<file path="src/verilog/usp_pkg.sv">
package usp_pkg;

  // Special-function register map
  localparam logic [7:0] USP_SFR_PAGE     = 8'h00;
  localparam logic [7:0] USP_CTRL_ADDR    = 8'h98;
  localparam logic [7:0] USP_DATA_ADDR    = 8'h99;
  localparam logic [4:0] USP_CTRL_BIT_BASE = 5'h13;
  localparam logic [7:0] USP_CTRL_RESET   = 8'h40;
  localparam logic [7:0] USP_DATA_RESET   = 8'h00;
  localparam logic [7:0] USP_UNMAPPED     = 8'h00;

  // Control register field positions
  localparam int USP_BIT_MODE  = 7;
  localparam int USP_BIT_SPARE = 6;
  localparam int USP_BIT_MCE   = 5;
  localparam int USP_BIT_REN   = 4;
  localparam int USP_BIT_TB8   = 3;
  localparam int USP_BIT_RB8   = 2;
  localparam int USP_BIT_TI    = 1;
  localparam int USP_BIT_RI    = 0;

  // Timing and framing
  localparam int         USP_OVF_PER_BIT  = 2;
  localparam logic [2:0] USP_LAST_DATA    = 3'h7;
  localparam int         USP_DATA_WIDTH   = 8;
  localparam int         USP_FIFO_DEPTH   = 32;

  // Register bus request from the CPU
  typedef struct packed {
    logic [7:0] page;
    logic [7:0] addr;
    logic       write;
    logic       read;
    logic [7:0] wdata;
    logic       bitWrite;
    logic [7:0] bitAddr;
    logic       bitValue;
  } usp_sfr_req_t;

  typedef enum logic [2:0] {
    TX_IDLE, TX_START, TX_DATA, TX_NINTH, TX_STOP, TX_END
  } usp_tx_state_t;

  typedef enum logic [2:0] {
    RX_IDLE, RX_START, RX_DATA, RX_NINTH, RX_STOP
  } usp_rx_state_t;

  // Complete state of the serial port
  typedef struct packed {
    logic [7:0]    ctrl;
    logic [7:0]    rxBuffer;
    logic [7:0]    rdData;
    usp_tx_state_t txState;
    logic          txHalf;
    logic [7:0]    txShift;
    logic [2:0]    txCount;
    logic          txLine;
    usp_rx_state_t rxState;
    logic          rxPrev;
    logic          rxPhase;
    logic [7:0]    rxShift;
    logic [2:0]    rxCount;
    logic          rxNinth;
    logic          irq;
    logic          bufReady;
  } usp_state_t;

endpackage

</file>
<file path="src/verilog/usp_serial_port.sv">
`timescale 1ns/10ps
// Operation
// - Bit 7 picks 8-bit framing at 0, 9-bit framing at 1.
// - Bit 6 always reads 1; writes to it are ignored.
// - 8-bit framing with filter set: receive done only when stop bit is 1.
// - 9-bit framing with filter set: receive done only when ninth bit is 1.
// - Receive enable at 0 blocks reception; at 1 allows it to start.
// - 9-bit framing sends the transmit ninth bit; 8-bit framing ignores it.
// - Receive ninth bit takes stop bit (8-bit) or ninth data bit (9-bit).
// - Transmit done sets when the stop bit begins after the data bits.
// - Receive done sets when an accepted frame's stop bit is sampled.
// - Hardware never clears either done flag; software writes them clear.
// - With interrupt enabled, either done flag raises the interrupt request.
// - Control register sits at address 0x98, page 0, bit addressable.
// - 8-bit frame: start, eight data bits LSB first, stop; ten bits.
// - 9-bit frame: start, eight data LSB first, ninth bit, stop; eleven.
// - Received byte loads only while receive done is 0; else lost.
// - Writing the data buffer starts a transmission.
module usp_serial_port (
  input  wire logic                  mclk,          // 25 MHz system clock
  input  wire logic                  rst_b,         // Asynchronous reset, active low
  input  wire usp_pkg::usp_sfr_req_t sfrReq,        // Register bus request
  output logic [7:0]                 sfrRdata,      // Read data, one cycle after read
  input  wire logic                  timerOverflow, // Reload timer overflow pulse
  input  wire logic                  intEnable,     // Serial interrupt enable
  input  wire logic                  rxLine,        // Serial receive line
  output logic                       txLine,        // Serial transmit line
  output logic                       irqReq,        // Interrupt request to CPU
  output logic                       txBufferReady  // Transmit buffer has room
);
  import usp_pkg::*;

  usp_state_t st;
  usp_state_t next_st;

  logic       pageHit;
  logic       ctrlWrite;
  logic       dataWrite;
  logic       ctrlRead;
  logic       dataRead;
  logic       ctrlBitWrite;
  logic [7:0] ctrlView;
  logic       txTick;
  logic       rxSample;
  logic       fifoInReady;
  logic       fifoOutValid;
  logic       fifoOutReady;
  logic [7:0] fifoOutData;
  logic       mode9;
  logic       rxAccept;
  logic       rxNinthValue;
  logic       rxFall;
  logic       txLastBit;
  logic       rxLastBit;
  logic [7:0] ctrlBitSel;
  logic [7:0] ctrlSoft;

  // Address decode on page 0
  assign pageHit      = sfrReq.page == USP_SFR_PAGE;
  assign ctrlWrite    = pageHit && sfrReq.write && (sfrReq.addr == USP_CTRL_ADDR);
  assign dataWrite    = pageHit && sfrReq.write && (sfrReq.addr == USP_DATA_ADDR);
  assign ctrlRead     = pageHit && sfrReq.read && (sfrReq.addr == USP_CTRL_ADDR);
  assign dataRead     = pageHit && sfrReq.read && (sfrReq.addr == USP_DATA_ADDR);
  assign ctrlBitWrite = pageHit && sfrReq.bitWrite && (sfrReq.bitAddr[7:3] == USP_CTRL_BIT_BASE);

  // Control register as software sees it
  always_comb begin
    ctrlView                = st.ctrl;
    ctrlView[USP_BIT_SPARE] = 1'h1;
  end

  // Per-bit software update of the control register
  generate
    for (genvar g = 0; g < 8; g++) begin : gCtrlBit
      assign ctrlBitSel[g] = ctrlBitWrite && (sfrReq.bitAddr[2:0] == 3'(g));
      assign ctrlSoft[g]   = ctrlBitSel[g] ? sfrReq.bitValue : (ctrlWrite ? sfrReq.wdata[g] : st.ctrl[g]);
    end
  endgenerate

  // Baud ticks from the reload timer
  assign txTick   = timerOverflow && st.txHalf;
  assign rxSample = timerOverflow && st.rxPhase;

  // Frame length select
  assign mode9    = st.ctrl[USP_BIT_MODE];

  // Start edge and last data bit terms
  assign rxFall    = st.rxPrev && !rxLine;
  assign txLastBit = st.txCount == USP_LAST_DATA;
  assign rxLastBit = st.rxCount == USP_LAST_DATA;

  // Frame acceptance at stop-bit sampling
  assign rxNinthValue = mode9 ? st.rxNinth : rxLine;
  always_comb begin
    rxAccept = !st.ctrl[USP_BIT_RI];
    if (st.ctrl[USP_BIT_MCE]) begin
      if (mode9) begin
        rxAccept = rxAccept && st.rxNinth;
      end else begin
        rxAccept = rxAccept && rxLine;
      end
    end
  end

  // Transmitter takes a word only when idle
  assign fifoOutReady = st.txState == TX_IDLE;

  // Transmit word buffer
  usp_fifo #(
    .WIDTH(USP_DATA_WIDTH),
    .DEPTH(USP_FIFO_DEPTH)
  ) u_txFifo (
    .mclk    (mclk),
    .rst_b   (rst_b),
    .inValid (dataWrite),
    .inReady (fifoInReady),
    .inData  (sfrReq.wdata),
    .outValid(fifoOutValid),
    .outReady(fifoOutReady),
    .outData (fifoOutData)
  );

  // Next-state logic
  always_comb begin
    next_st = st;

    // Receive line history for start detection
    next_st.rxPrev = rxLine;

    // Software writes; a bit write wins for its bit
    next_st.ctrl                = ctrlSoft;
    next_st.ctrl[USP_BIT_SPARE] = 1'h1;

    // Register read data
    if (ctrlRead) begin
      next_st.rdData = ctrlView;
    end else if (dataRead) begin
      next_st.rdData = st.rxBuffer;
    end else if (sfrReq.read) begin
      next_st.rdData = USP_UNMAPPED;
    end

    // Transmit baud divider
    if (timerOverflow) begin
      next_st.txHalf = !st.txHalf;
    end

    // Transmitter
    unique case (st.txState)
      // Wait for a queued word
      TX_IDLE: begin
        if (fifoOutValid) begin
          next_st.txShift = fifoOutData;
          next_st.txState = TX_START;
        end
      end

      // Start bit on the next baud tick
      TX_START: begin
        if (txTick) begin
          next_st.txLine  = 1'h0;
          next_st.txCount = 3'h0;
          next_st.txState = TX_DATA;
        end
      end

      // Eight data bits, LSB first
      TX_DATA: begin
        if (txTick) begin
          next_st.txLine  = st.txShift[0];
          next_st.txShift = {1'h0, st.txShift[7:1]};
          next_st.txCount = st.txCount + 3'h1;
          if (txLastBit) begin
            next_st.txState = mode9 ? TX_NINTH : TX_STOP;
          end
        end
      end

      // Ninth bit from the control register
      TX_NINTH: begin
        if (txTick) begin
          next_st.txLine  = st.ctrl[USP_BIT_TB8];
          next_st.txState = TX_STOP;
        end
      end

      // Stop bit begins, transmit done set
      TX_STOP: begin
        if (txTick) begin
          next_st.txLine  = 1'h1;
          next_st.ctrl[USP_BIT_TI] = 1'h1;
          next_st.txState = TX_END;
        end
      end

      // Stop bit lasts one bit time
      TX_END: begin
        if (txTick) begin
          next_st.txState = TX_IDLE;
        end
      end

      // Unused codes return to an idle line
      default: begin
        next_st.txState = TX_IDLE;
        next_st.txLine  = 1'h1;
      end
    endcase

    // Receive bit-time phase
    if (timerOverflow && (st.rxState != RX_IDLE)) begin
      next_st.rxPhase = !st.rxPhase;
    end

    // Receiver
    unique case (st.rxState)
      // Falling edge starts a frame
      RX_IDLE: begin
        if (st.ctrl[USP_BIT_REN] && rxFall) begin
          next_st.rxPhase = 1'h1;
          next_st.rxState = RX_START;
        end
      end

      // Start bit must still be low
      RX_START: begin
        if (rxSample) begin
          next_st.rxCount = 3'h0;
          next_st.rxState = rxLine ? RX_IDLE : RX_DATA;
        end
      end

      // Eight data bits, LSB first
      RX_DATA: begin
        if (rxSample) begin
          next_st.rxShift = {rxLine, st.rxShift[7:1]};
          next_st.rxCount = st.rxCount + 3'h1;
          if (rxLastBit) begin
            next_st.rxState = mode9 ? RX_NINTH : RX_STOP;
          end
        end
      end

      // Ninth bit held for the stop sample
      RX_NINTH: begin
        if (rxSample) begin
          next_st.rxNinth = rxLine;
          next_st.rxState = RX_STOP;
        end
      end

      // Stop sample decides acceptance
      RX_STOP: begin
        if (rxSample) begin
          if (rxAccept) begin
            next_st.rxBuffer          = st.rxShift;
            next_st.ctrl[USP_BIT_RB8] = rxNinthValue;
            next_st.ctrl[USP_BIT_RI]  = 1'h1;
          end
          next_st.rxState = RX_IDLE;
        end
      end

      // Unused codes abandon the frame
      default: begin
        next_st.rxState = RX_IDLE;
        next_st.rxPhase = 1'h0;
      end
    endcase

    // Disabled receiver abandons any frame
    if (!st.ctrl[USP_BIT_REN]) begin
      next_st.rxState = RX_IDLE;
    end

    // Interrupt request from either done flag
    next_st.irq = intEnable && (next_st.ctrl[USP_BIT_TI] || next_st.ctrl[USP_BIT_RI]);

    // Transmit buffer room, one cycle late
    next_st.bufReady = fifoInReady;
  end

  // State register
  always_ff @(posedge mclk or negedge rst_b) begin
    if (!rst_b) begin
      st          <= '0;
      st.ctrl     <= USP_CTRL_RESET;
      st.rxBuffer <= USP_DATA_RESET;
      st.txState  <= TX_IDLE;
      st.rxState  <= RX_IDLE;
      // Line and edge history idle high
      st.txLine   <= 1'h1;
      st.rxPrev   <= 1'h1;
    end else begin
      st <= next_st;
    end
  end

  // Outputs straight from state
  assign sfrRdata      = st.rdData;
  assign txLine        = st.txLine;
  assign irqReq        = st.irq;
  assign txBufferReady = st.bufReady;
endmodule

</file>
<file path="src/verilog/usp_fifo.sv">
`timescale 1ns/10ps
module usp_fifo #(
  parameter int WIDTH = 8,
  parameter int DEPTH = 32
) (
  input  wire logic             mclk,     // System clock
  input  wire logic             rst_b,    // Asynchronous reset, active low
  input  wire logic             inValid,  // Write request
  output logic                  inReady,  // Room for a word
  input  wire logic [WIDTH-1:0] inData,   // Word to store
  output logic                  outValid, // Head word present
  input  wire logic             outReady, // Consumer takes head
  output logic [WIDTH-1:0]      outData   // Head word, registered
);
  localparam int AW = $clog2(DEPTH);
  localparam logic [AW:0] FULL_COUNT = DEPTH[AW:0];

  typedef struct packed {
    logic [AW:0]      count;
    logic [AW-1:0]    wrPtr;
    logic [AW-1:0]    rdPtr;
    logic             headValid;
    logic [WIDTH-1:0] head;
  } usp_fifo_state_t;

  usp_fifo_state_t st;
  usp_fifo_state_t next_st;
  logic [WIDTH-1:0] mem [DEPTH];
  logic             push;
  logic             refill;

  // Handshake terms
  assign inReady  = st.count != FULL_COUNT;
  assign push     = inValid && inReady;
  assign refill   = (st.count != '0) && (!st.headValid || outReady);
  assign outValid = st.headValid;
  assign outData  = st.head;

  // Pointer and head register update
  always_comb begin
    next_st = st;
    if (push) begin
      next_st.wrPtr = st.wrPtr + 1'h1;
    end
    if (outReady && st.headValid) begin
      next_st.headValid = 1'h0;
    end
    if (refill) begin
      next_st.head      = mem[st.rdPtr];
      next_st.headValid = 1'h1;
      next_st.rdPtr     = st.rdPtr + 1'h1;
    end
    next_st.count = st.count + {{AW{1'h0}}, push} - {{AW{1'h0}}, refill};
  end

  always_ff @(posedge mclk or negedge rst_b) begin
    if (!rst_b) begin
      st <= '0;
    end else begin
      st <= next_st;
    end
  end

  // Storage array
  always_ff @(posedge mclk) begin
    if (push) begin
      mem[st.wrPtr] <= inData;
    end
  end
endmodule

</file>
<file path="config.mk">
export PLATFORM = sky130hd
export DESIGN_NAME = usp_serial_port
export DESIGN_NICKNAME = d
export VERILOG_FILES = /design/src/verilog/usp_pkg.sv /design/src/verilog/usp_serial_port.sv /design/src/verilog/usp_fifo.sv
export SDC_FILE = /design/constraint.sdc
export NUM_CORES = 1
export LEC_CHECK = 0
export BUFFER_PORTS_ARGS = -buffer_cell sky130_fd_sc_hd__buf_2
export CORE_MARGIN = 4
export CORE_UTILIZATION = 50
export CTS_CLUSTER_SIZE = 20
export DETAILED_ROUTE_END_ITERATION = 16
export GPL_ROUTABILITY_DRIVEN = 0
export PLACE_DENSITY = 0.67
export SETUP_SLACK_MARGIN = 0.1
export SLEW_MARGIN = 15
export SYNTH_ARGS = -nofsm -noshare
export SYNTH_HDL_FRONTEND = slang
export SYNTH_SLANG_ARGS = --single-unit
</file>
<file path="constraint.sdc">
create_clock -name mclk -period 7 [get_ports mclk]
set_clock_uncertainty 0.05 [all_clocks]
set_input_delay 0.7 -clock mclk [delete_from_list [all_inputs] [get_ports mclk]]
set_output_delay 0.7 -clock mclk [all_outputs]
set_load 0.1 [all_outputs]
</file>
==> qor.csv, run 1 <==
stage,metric,value,unit
sta,tightest_slew,1.04,ns
sta,hold_slack,0.0555,ns
die,die_x,176,µm
sta,rsz0062_at_grt,no,
critical_path,end_kind,flip-flop,
logic_synthesis,synth_seq_area_share,69.0,%
clock_network,post_cts_buffers,0,
global_routing,globalRoute.totalOverflow,0,
sta,hold_viol_final,0,
power,fin_total_pwr,5.90,mW
logic_synthesis,yosysTopAreaCell,edfxtp_1,
detailed_routing,drt-met1-wl,13.1,mm
logic_synthesis,post-synth-top-count-cell,edfxtp_1,
global_routing,grt_pass1_wl,45.0,mm
clock_network,clk_latency,0.53,ns
clock_network,cts_resized,0,
global_routing,track_usage,19.2,%
logic_synthesis,syn_nets,869,
logic_synthesis,yosys_warnings,0,
die,io_pins,52,
layout,final_util,57.2,%
logic_synthesis,yosys-top-cells-area,"edfxtp_1 54%, dfrtp_1 14%, mux4_2 13%, mux2_2 2.0%, mux2i_1 1.6%",
sta,slew_violations,0,
die,core,27900,µm²
layout,fin_nets,920,
global_routing,grt_max_degree,53,
sta,min_period,3.23,ns
detailed_routing,wl_per_cell,23.0,µm
sta,maxSlewHeadroom,30.6,%
logic_synthesis,syn_inst,809,
logic_synthesis,avgSynthCellArea,17.5,µm²
sta,fin_crit_sh,46.1,%
global_routing,grt_pass1_vias,7332,
layout,drive_gt1_share,27.0,%
die,fp.dieH,176,µm
detailed_routing,drc_errors,0,
flow_run,max-cap-violations,0,
detailed_routing,firstDrtPassIters,6,
detailed_routing,viasPerCell,5.76,
critical_path,cp-start-kind,flip-flop,
logic_synthesis,synth_top_area_share,54.3,%
sta,fin_tns_setup,0,ns
logic_synthesis,synthTopCellsByCount,"256 x edfxtp_1, 81 x dfrtp_1, 80 x mux4_2, 61 x nor2_1, 34 x nand2_1",
logic_synthesis,synth_cell_types,63,
logic_synthesis,async_reset_ff_share,24.5,%
logic_synthesis,synth-edff-count,256,
placement,portBuffers,51,
die,die-area,31100,µm²
hold_path,min_path_type,input port to async pin,
critical_path,critPathMaxFanout,38,
sta,fmax,0.310,GHz
run_status,status,"complete, no violations",
layout,area_growth,12.5,%
power,p_per_area,370,nW/µm²
clock_network,h-tree-depth,2,
clock_network,cts_buffers,37,
detailed_routing,dr_total_vias,7301,
clock_network,holdBufCountCts,0,
clock_network,cts_tree,built,
detailed_routing,routed_wl,29.2,mm
detailed_routing,drt-initial-drc-count,707,
clock_network,clk_pin_slew,0.07,ns
detailed_routing,wl_met3,1.87,mm
placement,hpwl,18.2,mm
sta,finalSetupViolations,0,
power,p_leak,5.61,nW
clock_network,cts_buffer_depth,3,
power,ir_worst_vdd,248,µV
logic_synthesis,synth_seq_cells,339,
clock_network,cts_sinks,339,
global_routing,antenna_found_initial,0,
die,rows,61,
detailed_routing,ant_nets,0,
detailed_routing,wl_met2,13.7,mm
die,start_util,50.8,%
detailed_routing,top_layer_used,met4,
layout,diodes,0,
logic_synthesis,syn-cell-area,14100,µm²
critical_path,critical_path_arrival,3.57,ns
clock_network,clockRootBuffer,clkbuf_16,
critical_path,path_class,flip-flop to flip-flop,
logic_synthesis,synth-main-ff-cell,edfxtp_1,
critical_path,critPathRequiredTime,7.34,ns
routing by layer:
metal	global-route usage [%]	vias up
met5	0	-
met4	4.91	0
met3	3.77	44
met2	29.3	240
met1	29.0	3756
li1	-	3261
where the power goes:
| part | total, mW | switching (mW) | leakage (nW) | internal, mW |
|---|---|---|---|---|
| sequential | 2.50 | 0.214 | 3.33 | 2.29 |
| combinational | 1.41 | 0.687 | 1.66 | 0.727 |
| clock | 1.98 | 0.808 | 0.607 | 1.17 |
| total | 5.90 | 1.71 | 5.61 | 4.19 |
critical path, stage by stage, from the launching register on:
cell	delay, ns
dfrtp_4	0.78
buf_4	0.70
mux4_2	0.65
mux4_2	0.51
mux2i_1	0.26
a21oi_1	0.11
per-stage QoR:
step           area, µm²  std cells  setup WS [ns]
2_1_floorplan      14100        809           4.15
3_3_place_gp       14700       1199           3.61
3_5_place_dp       14700       1199           3.53
4_1_cts            15900       1267           3.74
5_1_grt            15900       1267           3.53
6_report           15900       1267           3.77
cell families after synthesis:
kind of cell             Yosys count  share of synthesized area [%]
adder cells (fa/ha/maj)           20                           1.80
XOR/XNOR                          14                          0.867
AO/OA/AOI/OAI                     79                           3.55
flip-flops                       339                           69.0
multiplexers                     133                           16.8
buffers and inverters             74                           2.54
AND/OR/NAND/NOR                  150                           5.46
registers in the layout, indices dropped and copies added, names as in the netlist:
signal,cells
st,40
u_txFifo.st,16
u_txFifo.outData,8
txBufferReady,1
sfrRdata,8
ctrlView,7
txLine,1
irqReq,1
u_txFifo.outValid,1
u_txFifo.mem,256
path summary, 6_finish.rpt:
kind	from	end	slack [ns]	cells past startpoint
worst max register to register	u_txFifo.st[9]	u_txFifo.outData[3]	3.77	5
min in group mclk	rxLine	st[15]	0.28	1
max in group asynchronous	rst_b	st[46]	5.84	2
worst max-delay path	u_txFifo.st[9]	u_txFifo.outData[3]	3.77	5
worst min register to register	st[43]	st[43]	0.43	1
worst min-delay path	rst_b	st[33]	0.06	1
cell usage in the layout (no fill, tap or decap), types with 3 or more instances in the layout:
master	synthesis	routed
buf_2	11	50
xnor2_1	7	7
mux2i_1	23	23
nor4_1	5	5
mux2_1	5	5
clkinv_4	0	3
nand2_1	34	34
a21o_1	4	4
nor3b_1	3	3
a31oi_1	4	4
mux4_2	80	80
nor2_1	61	61
mux2_2	25	25
o21ai_0	18	18
nand3b_1	3	3
and3_1	3	3
dfrtp_1	81	79
nand4_1	5	5
bufinv_16	0	5
clkinv_1	1	7
a22o_1	3	3
xor2_1	7	7
edfxtp_1	256	256
ha_1	18	18
inv_1	28	28
buf_4	8	6
nand2b_1	3	3
clkbuf_16	0	37
o22ai_1	9	9
a21oi_1	27	27
nand3_1	8	8
nor2b_1	3	3
inv_6	0	5
clkinv_2	0	6
clkinvlp_4	0	3
area by class of cell:
type / count / area [µm²]
timing repair buffer: 56 / 295
tap: 378 / 473
multi-input combinational: 396 / 4020
clock buffer: 39 / 933
fill: 2155 / 11900
clock inverter: 29 / 315
sequential: 339 / 9770
inverter: 30 / 113
(Power assumes the default switching activity.)
==> run 2, diff against run 1 <==
Clock period 7 ns to 3.1 ns, I/O delays scaled along.
==> qor.csv, run 2 (synthesized netlist as in run 1, its figures left out) <==
stage,metric,value,unit
clock_network,h-tree-depth,2,
power,ir_worst_vdd,598,µV
die,die-area,31100,µm²
die,rows,61,
detailed_routing,firstDrtPassIters,6,
clock_network,cts_tree,built,
sta,maxSlewHeadroom,37.7,%
power,power.share.combinational,26.3,%
sta,fin_crit_sh,85.1,%
clock_network,cts_buffers,37,
die,io_pins,52,
global_routing,antenna_found_initial,0,
sta,slew_violations,0,
critical_path,slowest_stage,dfrtp_1,
global_routing,grt_pass1_wl,47.6,mm
clock_network,clk_pin_slew,0.06,ns
clock_network,post_cts_buffers,0,
detailed_routing,viasPerCell,5.68,
die,start_util,50.8,%
clock_network,clockRootBuffer,clkbuf_16,
critical_path,startpoint,st[32],
clock_network,holdBufCountCts,2,
clock_network,cts_resized,0,
critical_path,cp_top_family,compound AO/OA/AOI/OAI gates,
global_routing,globalRoute.totalOverflow,0,
detailed_routing,wl_per_cell,22.6,µm
layout,fin_nets,975,
critical_path,rrSetupSlack,0.46,ns
layout,largest_register_ffs,256,
power,p_per_area,820,nW/µm²
layout,top_register,u_txFifo.mem,
power,seqPwrFrac,41.2,%
sta,min_period,2.64,ns
clock_network,cts_buffer_depth,3,
sta,hold_viol_final,0,
layout,layout_common_cells,"256 x edfxtp_1, 80 x mux4_2, 79 x dfrtp_1",
detailed_routing,dr_total_vias,7506,
sta,fin_tns_setup,0,ns
global_routing,track_usage,20.0,%
placement,portBuffers,51,
detailed_routing,drc_errors,0,
power,p_clk_share,32.5,%
critical_path,slowest_delay,0.37,ns
global_routing,grt_max_degree,73,
detailed_routing,ant_nets,0,
critical_path,worstRegToRegCells,11,
placement,pre_cts_slack,0.471,ns
sta,tightest_slew,0.935,ns
placement,place_area,15100,µm²
clock_network,clk_latency,0.53,ns
flow_run,max-cap-violations,0,
die,core,27900,µm²
sta,worst_slack,0.461,ns
critical_path,cp-start-kind,flip-flop,
placement,hpwl,19.2,mm
hold_path,whs_path_depth,3,
layout,final_area,16400,µm²
clock_network,cts_sinks,339,
hold_path,min_path_type,input port to flip-flop,
critical_path,end_kind,flip-flop,
die,fp.dieH,176,µm
detailed_routing,routed_wl,29.9,mm
critical_path,path_cells,or2_2 -> o21ai_0 -> nor2b_1 -> ha_1 -> inv_1 -> ha_1 -> a21o_1 -> a21oi_1 -> o21bai_1 -> a21oi_1 -> xor2_1,
sta,finalSetupViolations,0,
sta,fmax,0.379,GHz
layout,reg_top3,"u_txFifo.mem: 256 flops, st: 40 flops, u_txFifo.st: 16 flops",
layout,final_common_cell,edfxtp_1,
sta,rsz0062_at_grt,no,
layout,drive_gt1_share,30.6,%
die,die_x,176,µm
critical_path,critPathMaxFanout,6,
power,internal_power,9.55,mW
critical_path,critical_path_arrival,3.02,ns
power,swShare,28.8,%
layout,area_growth,15.6,%
power,p_leak,5.90,nW
global_routing,grt_pass1_vias,7873,
critical_path,r2r-start,st[32],
critical_path,critPathRequiredTime,3.48,ns
layout,diodes,0,
critical_path,crit_cells,11,
hold_path,min_from,intEnable,
detailed_routing,drt-initial-drc-count,638,
power,switchingPower,3.87,mW
run_status,status,"complete, no violations",
critical_path,crit_buf_inv,1,
critical_path,path_class,flip-flop to flip-flop,
==> run 2: changes by cell type in the layout (fill, tap and decap cells not counted), moves of 2 or more <==
cell and delta:
clkinv_4 -3, clkbuf_1 +3, buf_4 +49, clkinvlp_4 -2, inv_6 -5, dlygate4sd3_1 +2
clkinv_2 +5, buf_12 +4
==> run 2: power by group through the flow <==
stage	combinational (mW)	sequential (mW)	clock, mW
final	3.53	5.53	4.36
after global routing	3.86	5.58	4.64
after CTS	3.58	5.54	4.44
after detailed placement	3.57	5.62	0
after global placement	3.51	5.62	0
after floorplan	2.74	5.44	0
==> run 2: worst paths after layout <==
check / to
max in group asynchronous: u_txFifo.st[9]
worst min-delay path: irqReq
worst min register to register: st[44]
min in group asynchronous: u_txFifo.st[22]
worst max-delay path: u_txFifo.st[24]
worst max register to register: u_txFifo.st[24]
==> run 2: per-layer routing <==
layer  vias to the layer above  routed length (µm)  track usage, %  part of all wire (%)
met5                         -                   0               0                     0
met4                         0                 557            5.33                   1.9
met3                        40                1910            3.70                   6.4
met2                       258               13800            30.2                    46
met1                      3842               13700            30.5                    46
li1                       3366                   -               -                     -
==> run 2: final cells by class <==
class / count / area, µm²
Fill cell: 2063 / 11500
Sequential cell: 339 / 9770
Multi-Input combinational cell: 396 / 4020
Clock buffer: 43 / 970
Timing Repair Buffer: 111 / 763
Tap cell: 378 / 473
Clock inverter: 24 / 241
Inverter: 30 / 113
==> run 2: per-stage QoR <==
stage / hold slack (ns) / std cells / util, % / power [mW]
after floorplan: -0.0356 / 809 / - / 8.18
after global placement: 0.413 / 1252 / 54.3 / 9.13
after detailed placement: 0.421 / 1252 / 54.3 / 9.19
after CTS: 0.0143 / 1321 / 58.7 / 13.6
after global routing: 0.0139 / 1321 / 58.7 / 14.1
final: 0.0101 / 1321 / 58.7 / 13.4
==> run 2: tightest hold or removal path, stage by stage <==
cell and delay, ns:
buf_2 0.10, inv_1 0.06, a31oi_1 0.06
